**config.mk**
```make
export PLATFORM = sky130hd
export DESIGN_NAME = i2cra_top
export DESIGN_NICKNAME = d
export VERILOG_FILES = /design/src/hw/i2cra_pkg.sv /design/src/hw/i2cra_line_if.sv /design/src/hw/i2cra_top.sv /design/src/hw/i2cra_line_sync.sv /design/src/hw/i2cra_pair_fifo.sv
export SDC_FILE = /design/constraint.sdc
export NUM_CORES = 1
export LEC_CHECK = 0
export BUFFER_PORTS_ARGS = -buffer_cell sky130_fd_sc_hd__buf_2
export CORE_MARGIN = 3
export CORE_UTILIZATION = 40
export DETAILED_ROUTE_END_ITERATION = 8
export PLACE_DENSITY_LB_ADDON = 0.2
export SYNTH_ARGS = -nofsm -noshare
export SYNTH_HDL_FRONTEND = slang
export SYNTH_SLANG_ARGS = --single-unit
```
**constraint.sdc**
```tcl
create_clock -name clock_i -period 4.7 [get_ports clock_i]
set_input_delay 0.47 -clock clock_i [delete_from_list [all_inputs] [get_ports clock_i]]
set_output_delay 0.47 -clock clock_i [all_outputs]
set_load 0.05 [all_outputs]
```
**src/hw/i2cra_pkg.sv**
```systemverilog
// constants, state enum and address decode for the serial register access target
// assumes a single core clock; bus lines arrive asynchronously
// Summary of operation
// - start, address with write bit, matching address acked
// - pointer byte acknowledged and stored as address
// - written byte commits on next data-line rise
// - single write data byte is always answered with ack
// - burst write bytes go to successive addresses
// - stop restores slow filters, repeated start keeps them
// - eight bits of pointed register, msb first
// - master ack requests next sequential register
// - stop leaves register pointer unchanged
// - high-speed code gets nack, filters go fast
// - repeated starts keep high-speed, stop ends it
// - every pointer value in 8-bit space acked
// - one of four optioned target addresses answered
// - clock line is never held low
// - general call address is never acknowledged
package i2cra_pkg;
	localparam int ADDR_W = 7;
	localparam int DATA_W = 8;
	localparam int BUF_DEPTH = 2;
	localparam logic [6:0] TGT_ADDR_0 = 7'h40;
	localparam logic [6:0] TGT_ADDR_1 = 7'h44;
	localparam logic [6:0] TGT_ADDR_2 = 7'h48;
	localparam logic [6:0] TGT_ADDR_3 = 7'h52;
	localparam logic [6:0] GEN_CALL_ADDR = 7'h00;
	localparam logic [4:0] HS_CODE_TOP = 5'h01;
	localparam logic [7:0] PTR_RESET = 8'h00;
	localparam logic [3:0] BITS_PER_BYTE = 4'h8;

	typedef enum logic [3:0] {
		st_idle,
		st_addr,
		st_ptr,
		st_wdata,
		st_ack,
		st_tx,
		st_mack,
		st_ignore
	} i2cra_state_e;

	function automatic logic [6:0] i2cra_target(input logic [1:0] sel);
		logic [6:0] a;
		a = TGT_ADDR_0;
		unique case (sel)
			2'h0: a = TGT_ADDR_0;
			2'h1: a = TGT_ADDR_1;
			2'h2: a = TGT_ADDR_2;
			2'h3: a = TGT_ADDR_3;
		endcase
		return a;
	endfunction
endpackage

```
**src/hw/i2cra_line_if.sv**
```systemverilog
// conditioned bus-line events passed from the line sampler to the engine
// assumes all events except the sda_lvl level are one-cycle pulses on the core clock
`timescale 1ns/1ns
`default_nettype none
interface i2cra_line_if;
	logic scl_rise;
	logic scl_fall;
	logic sda_rise;
	logic sda_lvl;
	logic start;
	logic stop;
	modport src (output scl_rise, output scl_fall, output sda_rise, output sda_lvl,
		output start, output stop);
	modport snk (input scl_rise, input scl_fall, input sda_rise, input sda_lvl,
		input start, input stop);
endinterface
`default_nettype wire

```
**src/hw/i2cra_top.sv**
```systemverilog
// two-wire target engine: address match, pointer, burst write and read, high-speed entry
// assumes a register file on the core clock that answers rd_data_i combinationally
`timescale 1ns/1ns
`default_nettype none
module i2cra_top (
	input wire logic clock_i,
	input wire logic reset_i,
	input wire logic scl_i,
	input wire logic sda_i,
	output logic sda_o,
	output logic sda_oe_o,
	input wire logic [1:0] addr_sel_i,
	output logic hs_mode_o,
	output logic wr_valid_o,
	input wire logic wr_ready_i,
	output logic [7:0] wr_addr_o,
	output logic [7:0] wr_data_o,
	output logic [7:0] rd_addr_o,
	input wire logic [7:0] rd_data_i,
	output logic rd_take_o
);
	i2cra_line_if ln ();

	i2cra_line_sync u_sync (
		.clock_i(clock_i),
		.reset_i(reset_i),
		.scl_i(scl_i),
		.sda_i(sda_i),
		.ln(ln)
	);

	i2cra_pkg::i2cra_state_e state_q, state_d;
	i2cra_pkg::i2cra_state_e nxt_q, nxt_d;
	logic [3:0] cnt_q, cnt_d;
	logic [7:0] shreg_q, shreg_d;
	logic [7:0] ptr_q, ptr_d;
	logic drive_q, drive_d;
	logic ackph_q, ackph_d;
	logic ack_en_q, ack_en_d;
	logic mack_q, mack_d;
	logic hs_q, hs_d;
	logic pend_v_q, pend_v_d;
	logic [7:0] pend_a_q, pend_a_d;
	logic [7:0] pend_b_q, pend_b_d;
	logic arm_q, arm_d;
	logic push_q, push_d;
	logic [15:0] push_w_q, push_w_d;
	logic take_q, take_d;
	logic [1:0] sel_m_q, sel_q;
	logic [7:0] byte_in;
	logic buf_in_ready;
	logic [15:0] buf_out;

	// option strap passes two flops before use
	always_ff @(posedge clock_i) begin
		if (reset_i) begin
			sel_m_q <= 2'h0;
			sel_q <= 2'h0;
		end else begin
			sel_m_q <= addr_sel_i;
			sel_q <= sel_m_q;
		end
	end

	assign byte_in = {shreg_q[6:0], ln.sda_lvl};

	always_comb begin
		state_d = state_q;
		nxt_d = nxt_q;
		cnt_d = cnt_q;
		shreg_d = shreg_q;
		ptr_d = ptr_q;
		drive_d = drive_q;
		ackph_d = ackph_q;
		ack_en_d = ack_en_q;
		mack_d = mack_q;
		hs_d = hs_q;
		pend_v_d = pend_v_q;
		pend_a_d = pend_a_q;
		pend_b_d = pend_b_q;
		arm_d = arm_q;
		push_d = push_q & ~buf_in_ready;
		push_w_d = push_w_q;
		take_d = 1'b0;
		// pending write lands on the next rising data line after its ack slot
		if (arm_q && pend_v_q && ln.sda_rise) begin
			push_d = 1'b1;
			push_w_d = {pend_a_q, pend_b_q};
			pend_v_d = 1'b0;
			arm_d = 1'b0;
		end
		if (ln.stop) begin
			state_d = i2cra_pkg::st_idle;
			cnt_d = 4'h0;
			drive_d = 1'b0;
			ackph_d = 1'b0;
			hs_d = 1'b0;
		end else if (ln.start) begin
			state_d = i2cra_pkg::st_addr;
			cnt_d = 4'h0;
			drive_d = 1'b0;
			ackph_d = 1'b0;
		end else begin
			unique case (state_q)
				i2cra_pkg::st_idle: begin
					drive_d = 1'b0;
				end
				i2cra_pkg::st_ignore: begin
					drive_d = 1'b0;
				end
				i2cra_pkg::st_addr: begin
					if (ln.scl_rise) begin
						shreg_d = byte_in;
						cnt_d = cnt_q + 4'h1;
						if (cnt_q == i2cra_pkg::BITS_PER_BYTE - 4'h1) begin
							state_d = i2cra_pkg::st_ack;
							ackph_d = 1'b0;
							if (byte_in[7:3] == i2cra_pkg::HS_CODE_TOP) begin
								ack_en_d = 1'b0;
								hs_d = 1'b1;
								nxt_d = i2cra_pkg::st_ignore;
							end else if (byte_in[7:1] == i2cra_pkg::i2cra_target(sel_q)
								&& byte_in[7:1] != i2cra_pkg::GEN_CALL_ADDR) begin
								ack_en_d = 1'b1;
								nxt_d = byte_in[0] ? i2cra_pkg::st_tx : i2cra_pkg::st_ptr;
							end else begin
								ack_en_d = 1'b0;
								nxt_d = i2cra_pkg::st_ignore;
							end
						end
					end
				end
				i2cra_pkg::st_ptr: begin
					if (ln.scl_rise) begin
						shreg_d = byte_in;
						cnt_d = cnt_q + 4'h1;
						if (cnt_q == i2cra_pkg::BITS_PER_BYTE - 4'h1) begin
							ptr_d = byte_in;
							ack_en_d = 1'b1;
							ackph_d = 1'b0;
							nxt_d = i2cra_pkg::st_wdata;
							state_d = i2cra_pkg::st_ack;
						end
					end
				end
				i2cra_pkg::st_wdata: begin
					if (ln.scl_rise) begin
						shreg_d = byte_in;
						cnt_d = cnt_q + 4'h1;
						if (cnt_q == i2cra_pkg::BITS_PER_BYTE - 4'h1) begin
							if (pend_v_q) begin
								push_d = 1'b1;
								push_w_d = {pend_a_q, pend_b_q};
							end
							pend_v_d = 1'b1;
							pend_a_d = ptr_q;
							pend_b_d = byte_in;
							arm_d = 1'b0;
							ptr_d = ptr_q + 8'h01;
							ack_en_d = 1'b1;
							ackph_d = 1'b0;
							nxt_d = i2cra_pkg::st_wdata;
							state_d = i2cra_pkg::st_ack;
						end
					end
				end
				i2cra_pkg::st_ack: begin
					if (ln.scl_rise) begin
						ackph_d = 1'b1;
					end else if (ln.scl_fall && !ackph_q) begin
						drive_d = ack_en_q;
					end else if (ln.scl_fall && ackph_q) begin
						ackph_d = 1'b0;
						cnt_d = 4'h0;
						drive_d = 1'b0;
						state_d = nxt_q;
						arm_d = pend_v_q;
						if (nxt_q == i2cra_pkg::st_tx) begin
							shreg_d = rd_data_i;
							drive_d = ~rd_data_i[7];
							take_d = 1'b1;
						end
					end
				end
				i2cra_pkg::st_tx: begin
					if (ln.scl_rise) begin
						cnt_d = cnt_q + 4'h1;
					end else if (ln.scl_fall) begin
						if (cnt_q == i2cra_pkg::BITS_PER_BYTE) begin
							drive_d = 1'b0;
							ackph_d = 1'b0;
							state_d = i2cra_pkg::st_mack;
						end else begin
							shreg_d = {shreg_q[6:0], 1'b0};
							drive_d = ~shreg_q[6];
						end
					end
				end
				i2cra_pkg::st_mack: begin
					if (ln.scl_rise) begin
						ackph_d = 1'b1;
						mack_d = ~ln.sda_lvl;
						if (!ln.sda_lvl) begin
							ptr_d = ptr_q + 8'h01;
						end
					end else if (ln.scl_fall && ackph_q) begin
						ackph_d = 1'b0;
						cnt_d = 4'h0;
						if (mack_q) begin
							state_d = i2cra_pkg::st_tx;
							shreg_d = rd_data_i;
							drive_d = ~rd_data_i[7];
							take_d = 1'b1;
						end else begin
							state_d = i2cra_pkg::st_ignore;
							drive_d = 1'b0;
						end
					end
				end
				default: begin
					state_d = i2cra_pkg::st_idle;
				end
			endcase
		end
	end

	always_ff @(posedge clock_i) begin
		if (reset_i) begin
			state_q <= i2cra_pkg::st_idle;
			nxt_q <= i2cra_pkg::st_idle;
			cnt_q <= 4'h0;
			shreg_q <= 8'h00;
			ptr_q <= i2cra_pkg::PTR_RESET;
			drive_q <= 1'b0;
			ackph_q <= 1'b0;
			ack_en_q <= 1'b0;
			mack_q <= 1'b0;
			hs_q <= 1'b0;
			pend_v_q <= 1'b0;
			pend_a_q <= 8'h00;
			pend_b_q <= 8'h00;
			arm_q <= 1'b0;
			push_q <= 1'b0;
			push_w_q <= 16'h0000;
			take_q <= 1'b0;
		end else begin
			state_q <= state_d;
			nxt_q <= nxt_d;
			cnt_q <= cnt_d;
			shreg_q <= shreg_d;
			ptr_q <= ptr_d;
			drive_q <= drive_d;
			ackph_q <= ackph_d;
			ack_en_q <= ack_en_d;
			mack_q <= mack_d;
			hs_q <= hs_d;
			pend_v_q <= pend_v_d;
			pend_a_q <= pend_a_d;
			pend_b_q <= pend_b_d;
			arm_q <= arm_d;
			push_q <= push_d;
			push_w_q <= push_w_d;
			take_q <= take_d;
		end
	end

	i2cra_pair_fifo #(
		.WIDTH(16),
		.DEPTH(i2cra_pkg::BUF_DEPTH)
	) u_buf (
		.clock_i(clock_i),
		.reset_i(reset_i),
		.in_valid_i(push_q),
		.in_ready_o(buf_in_ready),
		.in_data_i(push_w_q),
		.out_valid_o(wr_valid_o),
		.out_ready_i(wr_ready_i),
		.out_data_o(buf_out)
	);

	assign wr_addr_o = buf_out[15:8];
	assign wr_data_o = buf_out[7:0];
	assign rd_addr_o = ptr_q;
	assign rd_take_o = take_q;
	assign hs_mode_o = hs_q;
	// open drain: only ever pulls low; no clock output exists
	assign sda_o = 1'b0;
	assign sda_oe_o = drive_q;
endmodule
`default_nettype wire

```
**src/hw/i2cra_line_sync.sv**
```systemverilog
// two-flop synchronisers for clock and data lines, edge and condition detect
// assumes the core clock is many times faster than the bus clock
`timescale 1ns/1ns
`default_nettype none
module i2cra_line_sync (
	input wire logic clock_i,
	input wire logic reset_i,
	input wire logic scl_i,
	input wire logic sda_i,
	i2cra_line_if.src ln
);
	logic [1:0] scl_m_q, scl_m_d;
	logic [1:0] sda_m_q, sda_m_d;
	logic [1:0] scl_h_q, scl_h_d;
	logic [1:0] sda_h_q, sda_h_d;

	always_comb begin
		scl_m_d = {scl_m_q[0], scl_i};
		sda_m_d = {sda_m_q[0], sda_i};
		scl_h_d = {scl_h_q[0], scl_m_q[1]};
		sda_h_d = {sda_h_q[0], sda_m_q[1]};
	end

	always_ff @(posedge clock_i) begin
		if (reset_i) begin
			scl_m_q <= 2'h3;
			sda_m_q <= 2'h3;
			scl_h_q <= 2'h3;
			sda_h_q <= 2'h3;
		end else begin
			scl_m_q <= scl_m_d;
			sda_m_q <= sda_m_d;
			scl_h_q <= scl_h_d;
			sda_h_q <= sda_h_d;
		end
	end

	// stage h[0] is current, h[1] previous sample
	assign ln.scl_rise = scl_h_q[0] & ~scl_h_q[1];
	assign ln.scl_fall = ~scl_h_q[0] & scl_h_q[1];
	assign ln.sda_rise = sda_h_q[0] & ~sda_h_q[1];
	assign ln.sda_lvl = sda_h_q[0];
	assign ln.start = scl_h_q[0] & scl_h_q[1] & ~sda_h_q[0] & sda_h_q[1];
	assign ln.stop = scl_h_q[0] & scl_h_q[1] & sda_h_q[0] & ~sda_h_q[1];
endmodule
`default_nettype wire

```
**src/hw/i2cra_pair_fifo.sv**
```systemverilog
// small valid/ready buffer between the serial engine and the register file
// assumes both sides run on the core clock
`timescale 1ns/1ns
`default_nettype none
module i2cra_pair_fifo #(
	parameter int WIDTH = 16,
	parameter int DEPTH = i2cra_pkg::BUF_DEPTH
) (
	input wire logic clock_i,
	input wire logic reset_i,
	input wire logic in_valid_i,
	output logic in_ready_o,
	input wire logic [WIDTH-1:0] in_data_i,
	output logic out_valid_o,
	input wire logic out_ready_i,
	output logic [WIDTH-1:0] out_data_o
);
	localparam int PW = $clog2(DEPTH);
	// pointers wrap on their own only for powers of two
	if (DEPTH != 2 && DEPTH != 4 && DEPTH != 8) begin : g_bad_depth
		$error("depth must be 2, 4 or 8");
	end
	logic [WIDTH-1:0] mem_q [DEPTH];
	logic [PW-1:0] wp_q, wp_d, rp_q, rp_d;
	logic [PW:0] cnt_q, cnt_d;
	logic push, pop;

	always_comb begin
		push = in_valid_i & in_ready_o;
		pop = out_valid_o & out_ready_i;
		wp_d = push ? wp_q + 1'b1 : wp_q;
		rp_d = pop ? rp_q + 1'b1 : rp_q;
		cnt_d = cnt_q + {{PW{1'b0}}, push} - {{PW{1'b0}}, pop};
	end

	always_ff @(posedge clock_i) begin
		if (reset_i) begin
			wp_q <= '0;
			rp_q <= '0;
			cnt_q <= '0;
		end else begin
			wp_q <= wp_d;
			rp_q <= rp_d;
			cnt_q <= cnt_d;
		end
		if (push) mem_q[wp_q] <= in_data_i;
	end

	assign in_ready_o = (cnt_q != DEPTH[PW:0]);
	assign out_valid_o = (cnt_q != '0);
	assign out_data_o = mem_q[rp_q];
endmodule
`default_nettype wire

```
**After elaboration in Yosys (flattened, before gate mapping)**

Memories as Yosys holds them, arrays and structs flattened. A register that Yosys moved wholly into a read port is not among the register bits.
Index checks and enable logic that the tools add are counted.

- Memories: 1
- Register bits after elaboration: 84
- Bits of input ports: 15
- Output and inout port bits: 29
- RAM bits: 32
- Logic and storage cells: 262

Memories:

| name | words | width | read ports | clocked after memory_dff | wr ports | RTL line | RTL |
|---|---|---|---|---|---|---|---|
| u_buf.mem_q | 2 | 16 | 1 | 1 | 1 | i2cra_pair_fifo.sv:23 | `logic [WIDTH-1:0] mem_q [DEPTH];` |

- Bitwise gates (word level): 21
- Reductions and logical operators: 32
- $add $sub $neg: 6
- Equality and inequality tests: 53
- Muxes and demuxes: 122

Operators with widths:

| operator | number |
|---|---|
| two-way mux 7 bit | 17 |
| two-way mux 16 bit | 7 |
| two-way mux 4 bit | 19 |
| two-way mux 1 bit | 58 |
| case mux 7 bit (4 select lines) | 2 |
| two-way mux 8 bit | 6 |
| != test 2 bit, second input constant | 20 |
| != test 3 bit, second input constant | 10 |
| equality test 4 x 3 -> 1 bit, second input constant | 6 |
| case mux 8 bit (3 select lines) | 1 |
| AND reduction 11 bit | 2 |
| AND reduction 7 bit | 3 |
| case mux 4 bit (5 select lines) | 1 |
| AND reduction 5 bit | 3 |
| AND reduction 14 bit | 1 |
| != test 2 x 1 -> 1 bit, second input constant | 6 |
| case mux 4 bit (3 select lines) | 1 |
| AND 1 bit | 11 |
| NOT 1 bit | 10 |
| two-way mux 3 bit | 3 |
| AND reduction 9 bit | 1 |
| adder 8 x 1 -> 8 bit, second input constant | 1 |
| equality test 4 x 2 -> 1 bit, second input constant | 2 |
| case mux 1 bit (4 select lines) | 2 |
| 26 further kinds | 41 |

**Longest topological paths before layout**

- Depth after elaboration: 15
- Gate-level depth with buffers: 9
- Depth with buffers taken out: 8

**By module**

Synthesis repeated with hierarchy kept, for this count alone.

- Cells, all modules: 480
- Area total of the unflattened synthesis: 5,052.3 um^2

Modules (own cells, without submodules):

| module | seq. area each (um^2) | area an instance (um^2) | cells an instance | times used |
|---|---|---|---|---|
| i2cra_top | 1,401.3 | 3,394.5 | 380 | 1 |
| i2cra_pair_fifo | 1,061.0 | 1,408.9 | 79 | 1 |
| i2cra_line_sync | 160.2 | 249.0 | 21 | 1 |

**Worst setup path after synthesis**

Ideal clock, no wire load.

- Kind: register -> register
- From: register cnt_q[0]
- To: register (tool-made name)
- Data required time: 4.572 ns
- Clock period less this slack: 1.949 ns
- Slack: 2.751 ns
- Arrival time: 1.821 ns
- Stages on the path, launching flop included: 10
- Library setup time: 0.128 ns
- Buffers on the path: 3
- Cell sequence: dfxtp_1 -> ha_1 -> nor4bb_1 -> clkbuf_1 -> and4_1 -> buf_2 -> o21ai_4 -> buf_6 -> mux2i_1 -> nor2_1

RTL lines:

| element | RTL line | RTL |
|---|---|---|
| start, declared | i2cra_top.sv:34 | `logic [3:0] cnt_q, cnt_d;` |
| start signal, assigned | i2cra_top.sv:249 | `cnt_q <= cnt_d;` |

**Worst setup path after layout**

- From: register state_q[2]
- To: register ptr_q[6], in the netlist rd_addr_o[6]

- Word-level cells in the longest chain between the ends: 3
- Elaborated cells on any way between the ends: 12
- Those cells by class: eq/ne: 9; mux: 1; reduce/logical: 2

Ends and longest elaborated chain:

| element | RTL line | RTL |
|---|---|---|
| start, declared | i2cra_top.sv:32 | `i2cra_pkg::i2cra_state_e state_q, state_d;` |
| start signal, assigned | i2cra_top.sv:229 | `state_q <= i2cra_pkg::st_idle;` |
| start signal, assigned | i2cra_top.sv:247 | `state_q <= state_d;` |
| equality test 4 x 3 -> 1 bit or equality test 4 x 2 -> 1 bit (tied branches) | i2cra_top.sv:104 | `unique case (state_q)` |
| != test 2 bit (no line) or nonzero test 3 bit (tied branches) | n/a |  |
| AND reduction 9 bit (no line) | n/a |  |
| end signal, assigned | i2cra_top.sv:233 | `ptr_q <= i2cra_pkg::PTR_RESET;` |
| end signal, assigned | i2cra_top.sv:251 | `ptr_q <= ptr_d;` |
| end, declared | i2cra_top.sv:36 | `logic [7:0] ptr_q, ptr_d;` |

Parallel ways exist; a longest one is shown, timed or not.
A chain may end at the register's enable or synchronous reset.

==> summary by stage <==
Status
The run finished with clean final reports.

GRT
The first global-routing pass estimated ~17000 microns of wire. The number of antenna violations at the first check in global routing is 0. Entering global routing, the biggest net connects 60 pins.

The global-route usage over all layers is between 10% and 20%. Global routing finished with a remaining overflow of 0. The number of global-route vias before repair came to between 3000 and 4000.

Clocking
The clock tree from TritonCTS is done. The clock tree root driver cell is sky130_fd_sc_hd__clkbuf_16. No sink is reached through more buffers than the 2 on the longest clock path. Clock-pin slew was measured on the worst setup and hold paths at around 0.05 ns. CTS saw between 100 and 150 sinks. At the later pin of the worst-skew pair, clock insertion delay measures 0.41 ns. The count of hold-fix buffers inserted at cts is 0. The number of buffers created by CTS is 17. Once the clock tree was built, the resizer swapped 0 gates to a different size. The number of buffers inserted by post-CTS setup repair is 0. The H-tree was split into 4 levels.

Timing
The setup total negative slack is 0 ns. The final worst clock skew is about 0.0077 ns. The max-slew violation count is 0.

In the finished design, the share of the clock period the worst path needs comes to roughly three fifths. The final number of hold-violating endpoints was 0. Setup repair after global routing left no endpoint under its margin. The total setup violations reported at the end of the flow is 0. Derived from the worst setup path, the maximum achievable clock frequency is about 350 MHz. The actual transition at the worst max-transition pin is ~1.2 ns. Measured against its own limit, the worst slew margin works out to between 10% and 20%. Across all setup checks in the final design, the least slack found is between 1.5 and 2 ns. The routed design could run at a clock period as short as 2.83 ns.

Critical path
For the worst setup path, the data arrival time is between 3 and 4 ns. The startpoint type of the worst setup path is a flip-flop. The worst setup path is of the flip-flop to flip-flop kind. The critical-path maximum fanout is 16. STA classifies the critical path endpoint as a flip-flop. For the worst setup path, the data required time is ~5 ns.

Floorplan
The die width is 117 microns. Measured along the y axis, the die boundary spans between 100 and 150 microns. The die covers about 14000 sq um. Once the floorplan was initialized, standard cells occupied about two fifths of the core. The top-level port count is between 40 and 50. The floorplan has 40 rows. After floorplanning, the core was sized to cover around 12000 sq um.

Synthesis
The proportion of register bits with asynchronous set or reset after synthesis is 0%. The share of the yosys chip area belonging to registers is a little over half. Among all cell types in the netlist, the one instantiated most often is sky130_fd_sc_hd__dfxtp_1. The dominant cell type by area after synthesis is sky130_fd_sc_hd__dfxtp_1. Synthesis inferred 115 register bits. The Yosys step of the flow raised 0 warnings. The instance count of the mapped netlist is just under 500.

The area share of the largest cell type after synthesis is 33.5%. In the synthesized netlist the dominant register cell turns out to be sky130_fd_sc_hd__dfxtp_1. When the netlist entered floorplanning its net count stood at 513. Ranked by total cell area, the synthesized netlist is headed by sky130_fd_sc_hd__dfxtp_1, sky130_fd_sc_hd__edfxtp_1, sky130_fd_sc_hd__mux2i_1, sky130_fd_sc_hd__mux2_2, sky130_fd_sc_hd__nand2_1. The average footprint of a synthesized cell is 10.1 sq um. The cell area after synthesis is between 4000 and 5000 sq um.

The number of enable-type register cells in the synthesized netlist is 32. The count of different cell masters after synthesis is a little over 60. The commonest cells after synthesis are sky130_fd_sc_hd__dfxtp_1, sky130_fd_sc_hd__nand2_1, sky130_fd_sc_hd__nor2_1, sky130_fd_sc_hd__a21oi_1, sky130_fd_sc_hd__edfxtp_1.

Final layout
The proportion of layout cells with a drive suffix above 1 is between 20% and 30%. The repair_antennas step left the layout with diodes totalling 0. At the end of the flow, the number of nets in the layout was roughly 540. The growth of design area from synthesis to finish is 17.7%. Measured on the finished design, the core utilization comes to between 40% and 50%. The count of fill cells added during filler insertion is ~1100.

Placement
The final HPWL from detailed placement is 6730 microns. The worst setup slack after placement is 1.88 ns. The number of buffer cells added on primary ports is 42.

The routability-driven placement congestion ratio is ~0.85.

Drt
The number of iterations in the first detailed-routing pass is 4. The routed design has around 10000 microns of wire. The average wire per standard cell is 14.5 microns.

In this run, the number of DRC markers left after iteration 0 of detailed routing was between 200 and 300. The remaining routing DRC violations is 0. Detailed routing inserted a total of roughly 3600 vias.

The antenna violation net count after detailed routing is 0. The routed via count divided by cell count is ~5.1.

Power
For this design the ratio of total power to cell area is between 400 and 500 nW/um^2. The static leakage power is 2.19 nW. The power consumption is about 2.5 mW.

Across the VDD grid, the largest voltage drop is roughly 0.33 mV.

Flow run
Max-cap violations in this run came to 0.

Worst hold path
The path class of the tightest hold or removal check is input port to flip-flop.
[placed cells by master, fill, tap and decap left out, drive strengths merged, types with 13 or more instances in the layout]
cell type,synthesis,final
a21oi,38,38
buf,14,44
clkbuf,20,19
dfxtp,83,83
edfxtp,32,32
inv,13,14
mux2,18,18
mux2i,24,24
nand2,53,53
nor2,48,48
or2,13,13
[final cells by class]
cell class,instances,area [sq um],area share [%]
Clock buffer,19,433,7.41
Clock inverter,13,184,3.15
Inverter,13,48.8,0.835
Multi-Input combinational cell,331,2120,36.3
Sequential cell,115,2620,44.9
Tap cell,168,210,3.60
Timing Repair Buffer,44,225,3.85
[per-layer routing]
layer  vias up  part of all wire [%]  GRT usage (%)
li1       1811                     -              -
met1      1679                    47           20.1
met2        72                    47           23.1
met3        16                   4.4           4.39
met4         0                   1.7           7.77
met5         -                     0              0
[report_power, final]
group | switching, mW | internal [mW]
Clock | 0.451 | 0.885
Sequential | 0.0221 | 1.03
Combinational | 0.106 | 0.0580
Total | 0.579 | 1.97
[cells by family after synthesis]
kind of cell / Yosys count / synth area share, %
compound gates: 95 / 13.2
xor+xnor: 7 / 1.24
fa+ha+maj: 5 / 1.26
buf+inv: 47 / 4.44
flops: 115 / 52.8
mux: 42 / 8.92
other cells: 1 / 0.0756
simple gates: 181 / 18.0
[metrics by stage]
step                      area (sq um)  std cells  hold slack [ns]
final                             5840        703            0.238
after global routing              5840        703            0.230
after CTS                         5840        703            0.219
after detailed placement          5230        671            0.401
after global placement            5230        671            0.400
after floorplan                   4960        493            0.389
[path summary, 6_finish.rpt]
kind / end / start / cells after the start / slack (ns)
worst max register to register: rd_addr_o[6] / state_q[2] / 5 / 1.87
worst max-delay path: rd_addr_o[6] / state_q[2] / 5 / 1.87
worst min register to register: u_sync.scl_m_q[1] / u_sync.scl_m_q[0] / 1 / 0.41
worst min-delay path: u_sync.sda_m_q[0] / sda_i / 2 / 0.24
[critical path: stages (launching register included)]
cell,delay [ns]
sky130_fd_sc_hd__dfxtp_1,0.61
sky130_fd_sc_hd__nor2b_1,0.84
sky130_fd_sc_hd__o21ai_0,0.61
sky130_fd_sc_hd__nor3_1,0.35
sky130_fd_sc_hd__a21oi_1,0.07
sky130_fd_sc_hd__o32ai_1,0.24
Note: power is estimated with default switching activity, not from simulation.
